## src/scwr_pkg.sv

```systemverilog
// Package for the split-cycle write-restart bus controller
`default_nettype none
package scwr_pkg;

  localparam int unsigned DATA_W = 36;

  // Hold counter between acknowledge and restart pulse
  localparam int unsigned SCWR_CNT_W         = 8;
  localparam int unsigned SCWR_DELAY_MAX     = (1 << SCWR_CNT_W) - 1;
  // Restart as early as allowed; the memory latches a pulse that beats its read
  localparam int unsigned SCWR_DELAY_DEFAULT = 0;

  // User-side command toward the memory bus
  typedef struct packed {
    logic              rd;    // Read wanted (read-only or split)
    logic              wr;    // Write wanted (write-only or split)
    logic [DATA_W-1:0] wdata; // Data for the rewrite
  } scwr_cmd_type;

  // Pins driven toward the memory control
  typedef struct packed {
    logic              read_request_line;
    logic              write_request_line;
    logic              write_restart_pulse;
    logic [DATA_W-1:0] bus_data_lines;
  } scwr_bus_type;

  typedef enum logic [1:0] {
    SCWR_IDLE  = 2'b00,
    SCWR_WAIT  = 2'b01,
    SCWR_HOLD  = 2'b11,
    SCWR_DONE  = 2'b10
  } scwr_state_type;

endpackage : scwr_pkg
`default_nettype wire

```

## src/scwr_ctrl.sv

```systemverilog
// Processor-side controller driving split, write-only and read-only memory cycles
//
// What this block and the memory do
// RL1: Send one write-restart pulse in every cycle with write request asserted.
// RL2: Memory waits for write-restart before rewriting; controller supplies it.
// RL3: Never send write-restart before address acknowledge has been received.
// RL4: Memory remembers early write-restart; controller may send it right at acknowledge.
// RL5: Memory halts after read portion until write-restart arrives.
// RL6: Memory resumes the write portion as soon as write-restart arrives.
// RL7: Drive write data on bus data lines together with write-restart pulse.
// RL8: Never send write-restart in a read-only cycle.
// RL9: Read-only cycle completes in memory without any write-restart.
`timescale 1ns/1ps
`default_nettype none
module scwr_ctrl #(
  parameter int unsigned RESTART_DELAY = scwr_pkg::SCWR_DELAY_DEFAULT  // Extra cycles after acknowledge before restart
) (
  input  wire logic                   clk_sys,
  input  wire logic                   rst_n,
  input  wire scwr_pkg::scwr_cmd_type cmd,
  input  wire logic                   cmd_valid,
  output var  logic                   cmd_ready,
  input  wire logic                   address_acknowledge,
  output var  scwr_pkg::scwr_bus_type bus,
  output var  logic                   cycle_done
);
  import scwr_pkg::*;

  // ----------------------------------------
  // Parameter check
  // ----------------------------------------
  // A delay beyond the hold counter would wrap and fire the restart early
  if (RESTART_DELAY > SCWR_DELAY_MAX) begin : g_bad_delay
    $error("RESTART_DELAY exceeds the hold counter range");
  end

  // ----------------------------------------
  // Registers
  // ----------------------------------------
  scwr_state_type          state_ff;
  scwr_state_type          nxt_state;
  // Command is held for the whole cycle so the word is stable until the pulse
  scwr_cmd_type            cmd_ff;
  scwr_cmd_type            nxt_cmd;
  logic [SCWR_CNT_W-1:0]   cnt_ff;
  logic [SCWR_CNT_W-1:0]   nxt_cnt;

  logic                    rdy_ff;
  logic                    nxt_rdy;
  logic                    done_ff;
  logic                    nxt_done;

  logic                    rd_line_ff;
  logic                    nxt_rd_line;
  logic                    wr_line_ff;
  logic                    nxt_wr_line;

  logic                    pulse_ff;
  logic                    nxt_pulse;
  logic [DATA_W-1:0]       data_ff;
  logic [DATA_W-1:0]       nxt_data;
  wire  [DATA_W-1:0]       gated_data;

  // ----------------------------------------
  // Decoded events
  // ----------------------------------------
  logic                    take;
  logic                    acked;
  logic                    fire;

  // A command with neither read nor write names no memory cycle and is ignored
  assign take  = (state_ff == SCWR_IDLE) && cmd_valid && rdy_ff && (cmd.rd || cmd.wr);
  // An acknowledge outside WAIT belongs to no cycle of ours and is dropped
  assign acked = (state_ff == SCWR_WAIT) && address_acknowledge;
  // The restart fires once the hold count has run out
  assign fire  = (state_ff == SCWR_HOLD) && (cnt_ff == '0);

  // Data lines carry the word only during the restart pulse
  for (genvar gi = 0; gi < DATA_W; gi++) begin : g_data_bit
    assign gated_data[gi] = fire & cmd_ff.wdata[gi];
  end

  // ----------------------------------------
  // Cycle sequencing
  // ----------------------------------------
  always_comb begin
    nxt_state = state_ff;
    nxt_cmd   = cmd_ff;
    nxt_cnt   = cnt_ff;
    case (state_ff)
      SCWR_IDLE: begin
        if (take) begin
          nxt_cmd   = cmd;
          nxt_state = SCWR_WAIT;
        end
      end
      SCWR_WAIT: begin
        // Restart may only follow the acknowledge
        if (acked) begin // RL3
          nxt_cnt = SCWR_CNT_W'(RESTART_DELAY);
          if (cmd_ff.wr) begin
            nxt_state = SCWR_HOLD; // RL1
          end else begin
            nxt_state = SCWR_DONE; // RL8
          end
        end
      end
      SCWR_HOLD: begin
        // Memory holds its chain until the pulse and latches an early one, so no wait is needed
        if (fire) begin
          nxt_state = SCWR_DONE;
        end else begin
          nxt_cnt = cnt_ff - SCWR_CNT_W'(1);
        end
      end
      SCWR_DONE: begin
        nxt_state = SCWR_IDLE;
      end
      default: begin
        nxt_state = SCWR_IDLE;
      end
    endcase
  end

  always_ff @(posedge clk_sys or negedge rst_n) begin
    if (!rst_n) begin
      state_ff <= SCWR_IDLE;
      cmd_ff   <= '0;
      cnt_ff   <= '0;
    end else begin
      state_ff <= nxt_state;
      cmd_ff   <= nxt_cmd;
      cnt_ff   <= nxt_cnt;
    end
  end

  // ----------------------------------------
  // Handshake
  // ----------------------------------------
  always_comb begin
    nxt_rdy  = 1'b0;
    nxt_done = 1'b0;
    case (state_ff)
      SCWR_IDLE: begin
        // Ready rises one cycle into idle so a finished command is never taken twice
        nxt_rdy = !take;
      end
      SCWR_DONE: begin
        nxt_done = 1'b1;
      end
      default: begin
        nxt_rdy = 1'b0;
      end
    endcase
  end

  always_ff @(posedge clk_sys or negedge rst_n) begin
    if (!rst_n) begin
      rdy_ff  <= 1'b0;
      done_ff <= 1'b0;
    end else begin
      rdy_ff  <= nxt_rdy;
      done_ff <= nxt_done;
    end
  end

  // ----------------------------------------
  // Request lines
  // ----------------------------------------
  always_comb begin
    nxt_rd_line = rd_line_ff;
    nxt_wr_line = wr_line_ff;
    if (take) begin
      nxt_rd_line = cmd.rd;
      nxt_wr_line = cmd.wr;
    end else if (acked) begin
      // Dropped on the acknowledge so the memory never sees a second request
      nxt_rd_line = 1'b0;
      nxt_wr_line = 1'b0;
    end
  end

  always_ff @(posedge clk_sys or negedge rst_n) begin
    if (!rst_n) begin
      rd_line_ff <= 1'b0;
      wr_line_ff <= 1'b0;
    end else begin
      rd_line_ff <= nxt_rd_line;
      wr_line_ff <= nxt_wr_line;
    end
  end

  // ----------------------------------------
  // Restart pulse and write data
  // ----------------------------------------
  // Pulse and data share one register stage so they reach the pins together
  always_comb begin
    nxt_pulse = fire;       // RL1
    nxt_data  = gated_data; // RL7
  end

  always_ff @(posedge clk_sys or negedge rst_n) begin
    if (!rst_n) begin
      pulse_ff <= 1'b0;
      data_ff  <= '0;
    end else begin
      pulse_ff <= nxt_pulse;
      data_ff  <= nxt_data;
    end
  end

  // ----------------------------------------
  // Outputs
  // ----------------------------------------
  // Limitation: a reset in mid cycle leaves the memory mid-read; reset it together with this block
  assign cmd_ready  = rdy_ff;
  assign bus        = {rd_line_ff, wr_line_ff, pulse_ff, data_ff};
  assign cycle_done = done_ff;

endmodule // scwr_ctrl
`default_nettype wire

```

## config.mk

```make
export PLATFORM = sky130hd
export DESIGN_NAME = scwr_ctrl
export DESIGN_NICKNAME = d
export VERILOG_FILES = /design/src/scwr_pkg.sv /design/src/scwr_ctrl.sv
export SDC_FILE = /design/constraint.sdc
export NUM_CORES = 1
export LEC_CHECK = 0
export BUFFER_PORTS_ARGS = -buffer_cell sky130_fd_sc_hd__buf_4
export CAP_MARGIN = 20
export CORE_MARGIN = 3
export CORE_UTILIZATION = 56
export CTS_CLUSTER_DIAMETER = 30
export CTS_CLUSTER_SIZE = 25
export DETAILED_ROUTE_END_ITERATION = 12
export GPL_TIMING_DRIVEN = 0
export PLACE_DENSITY = 0.81
export SYNTH_ARGS = -nofsm -noshare
export SYNTH_HDL_FRONTEND = slang
export SYNTH_SLANG_ARGS = --single-unit
```

## constraint.sdc

```tcl
create_clock -name clk_sys -period 4 [get_ports clk_sys]
set_input_delay 0.2 -clock clk_sys [delete_from_list [all_inputs] [get_ports clk_sys]]
set_output_delay 0.2 -clock clk_sys [all_outputs]
set_load 0.01 [all_outputs]
```

Word level (Yosys, flattened, before mapping)
Index checks and enable logic that the tools add are counted.

Bits in registers: 88. Input bits: 42. Output and inout port bits: 41. Logic and storage cells: 81.

$add $sub $neg: 1. Equal/unequal tests: 7. Mux-type cells: 13. Bitwise gates (word level): 36. Reductions and logical operators: 14.

Operator list (count): $and A1 B1 Y1 (36); $mux W8 (2); $pmux W8 S2 (1); $logic_not A8 Y1 (1); $ne A2 B2 Y1 const B (4); $pmux W2 S4 (1); $sub A8 B1 Y8 const B (1); $mux W1 (6); $mux W2 (3); $reduce_and A3 Y1 (2); $logic_and A1 B1 Y1 (5); $eq A2 B2 Y1 const B (2); $reduce_bool A2 Y1 (2); $eq A2 B1 Y1 const B (1); $logic_not A2 Y1 (1); $reduce_and A2 Y1 (1); $logic_not A1 Y1 (1); $logic_or A1 B1 Y1 (1).

Longest topological paths before layout
Gate-level depths: netlist of run 1.

Depth after elaboration: 6. Gate-level depth with buffers: 8. Gate-level depth less buffers: 5.

Least setup slack after synthesis of run 1
No wires, ideal clock.

Path kind: reg2reg. From: register cnt_ff[0]. To: register data_ff[16]. Library setup time: 66 ps. Arrival: 1699 ps. Required time: 3934 ps. Path slack: 2236 ps. Stages on the path, launching flop included: 9. Path buffers: 3. Clock period less this slack: 1764 ps. Path through: dfrtp_1 > inv_1 > ha_1 > or3b_1 > buf_2 > nor3_2 > buf_4 > buf_6 > and2_1.

Cells in the longest elaborated chain, start to end: 3.

RTL lines: start, declared (RTL line scwr_ctrl.sv:45) `logic [SCWR_CNT_W-1:0] cnt_ff;`; start signal, assigned (RTL line scwr_ctrl.sv:133) `cnt_ff <= nxt_cnt;`; $logic_not A8 Y1 (RTL line scwr_ctrl.sv:76) `assign fire = (state_ff == SCWR_HOLD) && (cnt_ff == '0);`; $logic_and A1 B1 Y1 (RTL line scwr_ctrl.sv:76); $and A1 B1 Y1 (RTL line scwr_ctrl.sv:80) `assign gated_data[gi] = fire & cmd_ff.wdata[gi];`; named net gated_data[16] (RTL line scwr_ctrl.sv:62) `wire [DATA_W-1:0] gated_data;`; end signal, assigned (RTL line scwr_ctrl.sv:208) `data_ff <= nxt_data;`; end, declared (RTL line scwr_ctrl.sv:60) `logic [DATA_W-1:0] data_ff;`.

The timed path passes the listed nets, and every way through them passes these cells. A chain may end at the register's enable or synchronous reset.

Final worst setup path of run 1
From: register cnt_ff[0]. To: register data_ff[20].

The elaborated chain is that of the path after synthesis.

==> results.json, run 1 <==
{
  "die_w_um": 83.1,
  "setup_tns_ps": 0,
  "clkSlewWorstSetupHoldPaths_ps": 90,
  "relSlewSlack_pct": 51.5,
  "io_pins": 83,
  "synth_area_leaders": "dfrtp_1 66%, mux2_2 12%, and2_1 7.1%",
  "ff2ff_path_depth": 8,
  "grt_max_degree": 89,
  "cts_sinks": 88,
  "hpwl_um": 4370,
  "hold_start": "cmd[26]",
  "ys.flop_type": "dfrtp_1",
  "synth_cell_type_count": 36,
  "crit_path_end_kind": "flip-flop",
  "avgSynthCellArea_um2": 14.1,
  "io_buffer_count": 82,
  "worstSetupStartpointType": "flip-flop",
  "holdPathStages": 2,
  "synth_edf_count": 0,
  "cts_buffers": 9,
  "cts_tree": "built",
  "rows": 27,
  "cts-root-buf": "clkbuf_8",
  "irDropWorstVdd_mv": 0.344,
  "grt_pass1_wl_um": 10500,
  "whs_endpoint": "cmd_ff[26]",
  "postRouteAntennaNets": 0,
  "layout.nets": 375,
  "period_share_pct": 51.3,
  "overflow": 0,
  "slew_violations": 0,
  "hp-class": "input pin to flip-flop",
  "status": "completed",
  "vias": 2087,
  "critPathMaxFanout": 10,
  "core_um2": 5640,
  "drive_above_1_share_pct": 44.6,
  "yosysTopAreaCellShare_pct": 66.2,
  "total_power_w": 0.00275,
  "synthToLayoutAreaGrowth_pct": 29.0,
  "wirelength_um": 6140,
  "yosys.area.top_type": "dfrtp_1",
  "async_flop_share_pct": 100,
  "clk_latency_ps": 340,
  "yosysWarnings": 0,
  "initial_utilization_pct": 58.9,
  "route.detailed.drc": 0,
  "critPathKind": "flip-flop to flip-flop",
  "h-tree-depth": 3,
  "die_area_um2": 6900,
  "rsz0062_at_grt": "no",
  "worstPathArrival_ps": 2330,
  "fmax_mhz": 487,
  "finalWeightedCongestion": 0.804,
  "firstDrtPassIters": 4,
  "finalHoldViolations": 0,
  "min_period_ps": 2050,
  "synth.yosys.seq_area_share_pct": 66.2,
  "r2r-start": "cnt_ff[0]",
  "grt_pass1_vias": 2205,
  "final-setup-viol-count": 0,
  "wire_per_inst_um": 15.1,
  "p_per_area_nw_per_um2": 640,
  "via_per_inst": 5.12,
  "required_ps": 4270,
  "timing.rr.end": "data_ff[20]",
  "ff2ff_setup_slack_ps": 1950,
  "synth-seq-cells": 88,
  "antenna_found_initial": 0,
  "diodes": 0,
  "synthesis.nets": 280,
  "drtIter0Drc": 112,
  "p_leak_nw": 2.16,
  "grtUsageTotal_pct": 19.3,
  "clockBufferDepth": 2,
  "fin_skew_ps": 6.85,
  "worst_pin_slew_ps": 721,
  "syn_inst": 236,
  "synthesis.area_um2": 3330,
  "die_h_um": 83.1,
  "timing.max_cap.violations": 0
}
state kept, by name, summed over array words and instances (netlist names):
signal / cells
state_ff: 2
cmd_ff: 37
cnt_ff: 8
cmd_ready: 1
data_ff: 36
wr_line_ff: 1
rd_line_ff: 1
cycle_done: 1
pulse_ff: 1
synthesized netlist by cell type (2+ instances only):
library cell and instances:
dfrtp_1 88, and2_1 38, mux2_2 36, nand2_1 10
buf_2 6, inv_1 5, buf_4 4, mux2i_1 4
nor2_1 4, o21ai_0 4, clkbuf_1 3, o2111ai_1 3
buf_6 2, ha_1 2, nand3_1 2, nand4_1 2
nand4b_1 2, nor3_1 2, o32ai_1 2
worst max-delay path by stage:
| stage | startpoint | cells past startpoint | endpoint |
|---|---|---|---|
| floorplan | cnt_ff[0] | 8 | data_ff[16] |
| global placement | cnt_ff[0] | 8 | data_ff[35] |
| detailed placement | cnt_ff[0] | 8 | data_ff[20] |
| CTS | cnt_ff[0] | 8 | data_ff[20] |
| global route | cnt_ff[0] | 8 | data_ff[20] |
| finish | cnt_ff[0] | 8 | data_ff[20] |
logic make-up after synthesis:
kind of cell | after synthesis | synth area share (%)
flops | 88 | 66.2
buf+inv | 20 | 3.39
simple gates | 71 | 13.0
compound gates | 15 | 3.24
mux | 40 | 13.4
fa+ha+maj | 2 | 0.752
cells in the final DEF (no fill, tap or decap), types with 3 or more instances in the layout:
master	count
clkbuf_1	5
buf_2	6
inv_1	5
buf_4	86
o2111ai_1	3
dfrtp_1	88
and2_1	38
nor2_1	4
clkbuf_8	10
mux2i_1	4
nand2_1	10
o21ai_0	4
mux2_2	36
critical path, cell delays in order, from the launching register on:
cell and delay (ps):
dfrtp_1 420, inv_1 150, ha_1 190, or3b_1 340, buf_2 170, nor3_2 230
buf_4 200, buf_6 140, and2_1 140
per-stage QoR:
stage	util, %	hold WS, ps	cells	instance area [µm²]	worst slack (ps)
after global routing	76.0	69.0	408	4290	1810
final	76.0	86.8	408	4290	1950
after global placement	71.5	418	390	4030	2020
after CTS	75.4	70.4	406	4250	1950
after detailed placement	71.5	435	390	4030	1990
after floorplan	-	-95.6	236	3330	2240
metal layers:
layer	global-route usage [%]	part of all wire, %	up-vias
met5	0	0	-
met4	7.58	1.4	0
met3	5.75	7.0	10
met2	32.3	52	60
met1	23.5	39	1029
li1	-	-	988
power by group:
group          internal, W  leakage (nW)  switching, W  total, W
combinational     0.000421         0.909      0.000350  0.000770
clock             0.000372         0.107      0.000300  0.000672
sequential         0.00117          1.14      0.000138   0.00130
total              0.00196          2.16      0.000788   0.00275
repair_timing:
item / in CTS / in global routing
buffers inserted: 0 / 0
gates resized for setup: 0 / 0
setup endpoints to repair: 0 / 0
hold endpoints to repair: 0 / 11
hold buffers: 0 / 1
final cells by class:
type | instances | area [µm²]
plain buffers | 15 | 93.8
clock buffers | 12 | 145
clock inverters | 4 | 76.3
fillers | 403 | 1350
inverters | 5 | 18.8
multi-input cells | 128 | 1010
flip-flops and latches | 88 | 2200
well taps | 72 | 90.1
repair buffers | 84 | 653
No activity file was read; power rests on OpenSTA's default activity.
==> inputs of run 2 (changes only) <==
--- a/config.mk
+++ b/config.mk
@@ -8,12 +8,12 @@
 export BUFFER_PORTS_ARGS = -buffer_cell sky130_fd_sc_hd__buf_4
 export CAP_MARGIN = 20
 export CORE_MARGIN = 3
-export CORE_UTILIZATION = 56
+export CORE_UTILIZATION = 52
 export CTS_CLUSTER_DIAMETER = 30
 export CTS_CLUSTER_SIZE = 25
 export DETAILED_ROUTE_END_ITERATION = 12
 export GPL_TIMING_DRIVEN = 0
-export PLACE_DENSITY = 0.81
+export PLACE_DENSITY = 0.76
 export SYNTH_ARGS = -nofsm -noshare
 export SYNTH_HDL_FRONTEND = slang
 export SYNTH_SLANG_ARGS = --single-unit
==> constraint.sdc (replaced) <==
create_clock -name clk_sys -period 1.9 [get_ports clk_sys]
set_input_delay 0.095 -clock clk_sys [delete_from_list [all_inputs] [get_ports clk_sys]]
set_output_delay 0.095 -clock clk_sys [all_outputs]
set_load 0.01 [all_outputs]
==> results.json, run 2 (synthesized netlist as in run 1, its figures left out) <==
{
  "layout.nets": 419,
  "dp_slack_ps": -135,
  "cpMostUsedCell": "buf_6",
  "comb_power_share_pct": 31.1,
  "mostFrequentLayoutCell": "buf_4",
  "overflow": 0,
  "grt_pass1_wl_um": 11200,
  "rows": 28,
  "grtUsageTotal_pct": 19.6,
  "die_w_um": 86.0,
  "cp_slowest_cell": "dfrtp_1",
  "power_frac_seq_pct": 45.6,
  "io_pins": 83,
  "final-setup-viol-count": 0,
  "postRouteAntennaNets": 0,
  "rsz0062_at_grt": "yes",
  "io_buffer_count": 82,
  "grt_max_degree": 89,
  "via_per_inst": 5.01,
  "route.detailed.drc": 0,
  "timing.final.ws_setup_ps": 78.6,
  "switching_share_pct": 28.9,
  "vias": 2280,
  "timing.max_cap.violations": 0,
  "synthToLayoutAreaGrowth_pct": 43.3,
  "layout_common_cells": "90 x buf_4, 88 x dfrtp_1, 39 x dlygate4sd3_1, 38 x and2_1, 36 x mux2_2",
  "top_regs": "cmd_ff x37, data_ff x36, cnt_ff x8",
  "slew_violations": 0,
  "firstDrtPassIters": 4,
  "regArea_um2": 2200,
  "clockBufferDepth": 2,
  "path_cells": "inv_2 -> ha_4 -> or3b_4 -> buf_6 -> nor3_4 -> buf_6 -> buf_6 -> and2_1",
  "p_leak_nw": 2.35,
  "fin_util_pct": 78.6,
  "antenna_found_initial": 0,
  "status": "completed",
  "critPathMaxFanout": 10,
  "wirelength_um": 6610,
  "largest_reg_flops": 37,
  "worst_pin_slew_ps": 629,
  "h-tree-depth": 3,
  "wire_per_inst_um": 14.5,
  "die_h_um": 86.0,
  "crit_path_end_kind": "flip-flop",
  "worstSetupStartpointType": "flip-flop",
  "fmax_mhz": 549,
  "dpl_cell_area_um2": 4040,
  "diodes": 0,
  "die_area_um2": 7390,
  "period_share_pct": 95.9,
  "multi_input_area_um2": 1030,
  "critPathKind": "flip-flop to flip-flop",
  "hpwl_um": 4220,
  "crit_buf_inv": 4,
  "cts_sinks": 88,
  "hp-class": "input pin to flip-flop",
  "top_register": "cmd_ff",
  "required_ps": 2190,
  "relSlewSlack_pct": 57.7,
  "grt_pass1_vias": 2381,
  "internal-power_w": 0.00427,
  "irDropWorstVdd_mv": 0.914,
  "p_per_area_nw_per_um2": 1260,
  "drtIter0Drc": 109,
  "drive_above_1_share_pct": 42.4,
  "cp_top_family": "simple AND/OR/NAND/NOR gates",
  "finalWeightedCongestion": 0.809,
  "cts_tree": "built",
  "finalInstanceArea_um2": 4760,
  "power.share.clock_pct": 23.2,
  "finalHoldViolations": 0,
  "cts_buffers": 9,
  "cts-root-buf": "clkbuf_8",
  "power.switching_w": 0.00173,
  "clkSlewWorstSetupHoldPaths_ps": 90,
  "worstPathArrival_ps": 2110,
  "whs_ps": 62.1,
  "core_um2": 6060,
  "initial_utilization_pct": 54.9,
  "max_stage_delay_ps": 400,
  "min_period_ps": 1820,
  "num-fill-cells": 360,
  "fin_skew_ps": 8.23,
  "clk_latency_ps": 350
}
## run 2: metrics by stage
| step | setup TNS (ps) | total power, W | std cells |
|---|---|---|---|
| 2_1_floorplan | 0 | 0.00385 | 236 |
| 3_3_place_gp | -1240 | 0.00430 | 393 |
| 3_5_place_dp | -2500 | 0.00439 | 393 |
| 4_1_cts | 0 | 0.00592 | 450 |
| 5_1_grt | -102 | 0.00641 | 455 |
| 6_report | 0 | 0.00600 | 455 |
## run 2: power by group through the flow
| stage | logic (W) | registers (W) | clock network (W) |
|---|---|---|---|
| floorplan | 0.00112 | 0.00273 | 0 |
| global placement | 0.00156 | 0.00274 | 0 |
| detailed placement | 0.00162 | 0.00277 | 0 |
| CTS | 0.00175 | 0.00274 | 0.00143 |
| global route | 0.00206 | 0.00282 | 0.00152 |
| finish | 0.00187 | 0.00274 | 0.00139 |
## run 2: timing repair
action                                  in CTS  in global routing
hold endpoints to repair                   127                  0
endpoints found under the setup margin      37                 55
gates cloned                                 0                  0
pin swaps                                    1                  1
setup buffers                                2                  4
gates resized for setup                      6                  4
hold buffers                                39                  0
## run 2: worst paths after layout
path / end / startpoint / slack (ps) / cells past startpoint
min: state_ff[1] / address_acknowledge / 60 / 3
max reg2reg: data_ff[18] / cnt_ff[0] / 80 / 8
min reg2reg: data_ff[27] / cmd_ff[27] / 470 / 1
max: data_ff[18] / cnt_ff[0] / 80 / 8
min in group asynchronous: cmd_ff[4] / rst_n / 150 / 2
max in group asynchronous: cmd_ff[9] / rst_n / 1160 / 3
## run 2: cell type report
class                      count  area share (%)
clock buffer                  10            2.68
timing repair buffer         128            22.9
tap                           75            1.97
buffer                        15            2.23
multi-input combinational    128            21.7
inverter                       5           0.394
sequential                    88            46.2
clock inverter                 6            1.94
## run 2: worst reg2reg max path, stage by stage, from the launching register on
cell and delay (ps):
dfrtp_1 400, inv_2 90, ha_4 140, or3b_4 370, buf_6 140, nor3_4 210, buf_6 150, buf_6 130
and2_1 140
## run 2: metal layers
layer  up-vias  GRT usage [%]  part of all wire, %
met5         -              0                    0
met4         0           9.50                  2.2
met3        12           4.42                  5.1
met2        69           32.2                   51
met1      1119           24.5                   41
li1       1080              -                    -
==> inputs of run 3 (changes only) <==
--- a/config.mk
+++ b/config.mk
@@ -7,8 +7,10 @@
 export LEC_CHECK = 0
 export BUFFER_PORTS_ARGS = -buffer_cell sky130_fd_sc_hd__buf_4
 export CAP_MARGIN = 20
+export CELL_PAD_IN_SITES_DETAIL_PLACEMENT = 0
+export CELL_PAD_IN_SITES_GLOBAL_PLACEMENT = 1
 export CORE_MARGIN = 3
-export CORE_UTILIZATION = 52
+export CORE_UTILIZATION = 42
 export CTS_CLUSTER_DIAMETER = 30
 export CTS_CLUSTER_SIZE = 25
 export DETAILED_ROUTE_END_ITERATION = 12
==> results.json, run 3 (synthesized netlist as in run 1, its figures left out) <==
{
  "rows": 31,
  "critPathMaxFanout": 10,
  "worst_pin_slew_ps": 640,
  "fin_skew_ps": 13.3,
  "die_w_um": 95.0,
  "route.detailed.drc": 0,
  "die_area_um2": 9020,
  "layout.nets": 419,
  "via_per_inst": 4.69,
  "synthToLayoutAreaGrowth_pct": 42.9,
  "finalHoldViolations": 0,
  "wire_per_inst_um": 13.6,
  "largest_reg_flops": 37,
  "postRouteAntennaNets": 0,
  "relSlewSlack_pct": 56.9,
  "hp-class": "input pin to flip-flop",
  "cts_sinks": 88,
  "power.share.clock_pct": 21.8,
  "h-tree-depth": 3,
  "fmax_mhz": 546,
  "period_share_pct": 96.4,
  "initial_utilization_pct": 44.7,
  "crit_path_end_kind": "flip-flop",
  "core_um2": 7450,
  "slew_violations": 0,
  "cts_buffers": 9,
  "holdPathStages": 3,
  "clk_latency_ps": 350,
  "wirelength_um": 6530,
  "power_frac_seq_pct": 47.1,
  "regArea_um2": 2200,
  "worstPathArrival_ps": 2060,
  "worstSetupStartpointType": "flip-flop",
  "fin_util_pct": 63.8,
  "comb_power_share_pct": 31.1,
  "io_pins": 83,
  "clockBufferDepth": 2,
  "vias": 2246,
  "internal-power_w": 0.00408,
  "cts_tree": "built",
  "min_period_ps": 1830,
  "required_ps": 2130,
  "final-setup-viol-count": 0,
  "setup_tns_ps": 0,
  "antenna_found_initial": 0,
  "mostFrequentLayoutCell": "buf_4",
  "power.switching_w": 0.00171,
  "grtUsageTotal_pct": 15.0,
  "io_buffer_count": 82,
  "grt_pass1_vias": 2242,
  "diodes": 0,
  "drive_above_1_share_pct": 42.1,
  "timing.max_cap.violations": 0,
  "critPathKind": "flip-flop to flip-flop",
  "die_h_um": 95.0,
  "cts-root-buf": "clkbuf_8",
  "multi_input_area_um2": 1020,
  "firstDrtPassIters": 4,
  "top_register": "cmd_ff",
  "clkSlewWorstSetupHoldPaths_ps": 80,
  "grt_max_degree": 89,
  "overflow": 0,
  "finalWeightedCongestion": 0.803,
  "status": "completed",
  "path_cells": "and4bb_2 -> and2_1 -> clkbuf_1 -> buf_2 -> mux2_2",
  "max_stage_delay_ps": 400,
  "p_per_area_nw_per_um2": 1220,
  "cp_slowest_cell": "dfrtp_1",
  "rsz0062_at_grt": "yes",
  "drtIter0Drc": 76,
  "num-fill-cells": 576,
  "top_regs": "cmd_ff x37, data_ff x36, cnt_ff x8",
  "irDropWorstVdd_mv": 0.806,
  "hpwl_um": 4310,
  "grt_pass1_wl_um": 10300,
  "switching_share_pct": 29.5,
  "ff2ff_path_depth": 5,
  "layout_common_cells": "91 x buf_4, 88 x dfrtp_1, 39 x dlygate4sd3_1, 38 x and2_1, 36 x mux2_2",
  "p_leak_nw": 2.34
}
-- run 3: final timing paths --
path	from	endpoint	slack [ps]
worst max-delay path	state_ff[1]	cmd_ff[5]	70
worst min-delay path	address_acknowledge	state_ff[1]	80
worst max register to register	state_ff[1]	cmd_ff[5]	70
worst min register to register	cmd_ff[31]	data_ff[31]	470
max in group asynchronous	rst_n	data_ff[3]	1130
min in group asynchronous	rst_n	cmd_ff[4]	150
-- run 3: cell type report --
cell class	instances	share of cell area (%)
Inverter	5	0.395
Clock inverter	6	1.42
Sequential cell	88	46.4
Multi-Input combinational cell	128	21.5
Timing Repair Buffer	128	23.0
Tap cell	99	2.61
Buffer	15	2.11
Clock buffer	10	2.69
-- run 3: repair_timing --
action	CTS	global route
hold buffers	39	0
endpoints found under the setup margin	37	71
pin swaps	0	1
gates resized for setup	3	4
setup buffers	2	4
hold endpoints to repair	103	0
-- run 3: metal layers --
layer	part of all wire [%]	routed length, µm	vias to the layer above	track usage (%)
met2	49	3190	56	24.5
met1	44	2850	1104	18.6
met3	6.1	401	7	5.98
met4	1.2	80	0	3.97
li1	-	-	1079	-
met5	0	0	-	0
-- run 3: through the flow --
| stage | hold WS, ps | std cells | worst slack, ps | total power [W] | cell area (µm²) |
|---|---|---|---|---|---|
| 2_1_floorplan | -201 | 236 | 136 | 0.00385 | 3330 |
| 3_3_place_gp | 308 | 417 | -107 | 0.00432 | 4070 |
| 3_5_place_dp | 320 | 417 | -116 | 0.00440 | 4070 |
| 4_1_cts | 44.0 | 474 | 2.08 | 0.00578 | 4690 |
| 5_1_grt | 90.2 | 479 | -42.9 | 0.00617 | 4750 |
| 6_report | 77.0 | 479 | 68.4 | 0.00579 | 4750 |
-- run 3: power by group through the flow --
stage          clock network, W  logic, W  registers (W)
5_1_grt                 0.00139   0.00198        0.00280
6_report                0.00126   0.00180        0.00273
2_1_floorplan                 0   0.00112        0.00273
3_5_place_dp                  0   0.00163        0.00277
4_1_cts                 0.00131   0.00174        0.00273
3_3_place_gp                  0   0.00158        0.00274
-- run 3: worst max-delay path: cells and delay by family (launching register included) --
| family | cells | cell delay (ps) |
|---|---|---|
| flip-flops | 1 | 400 |
| AND/OR/NAND/NOR | 2 | 470 |
| buffers and inverters | 2 | 470 |
| multiplexers | 1 | 370 |
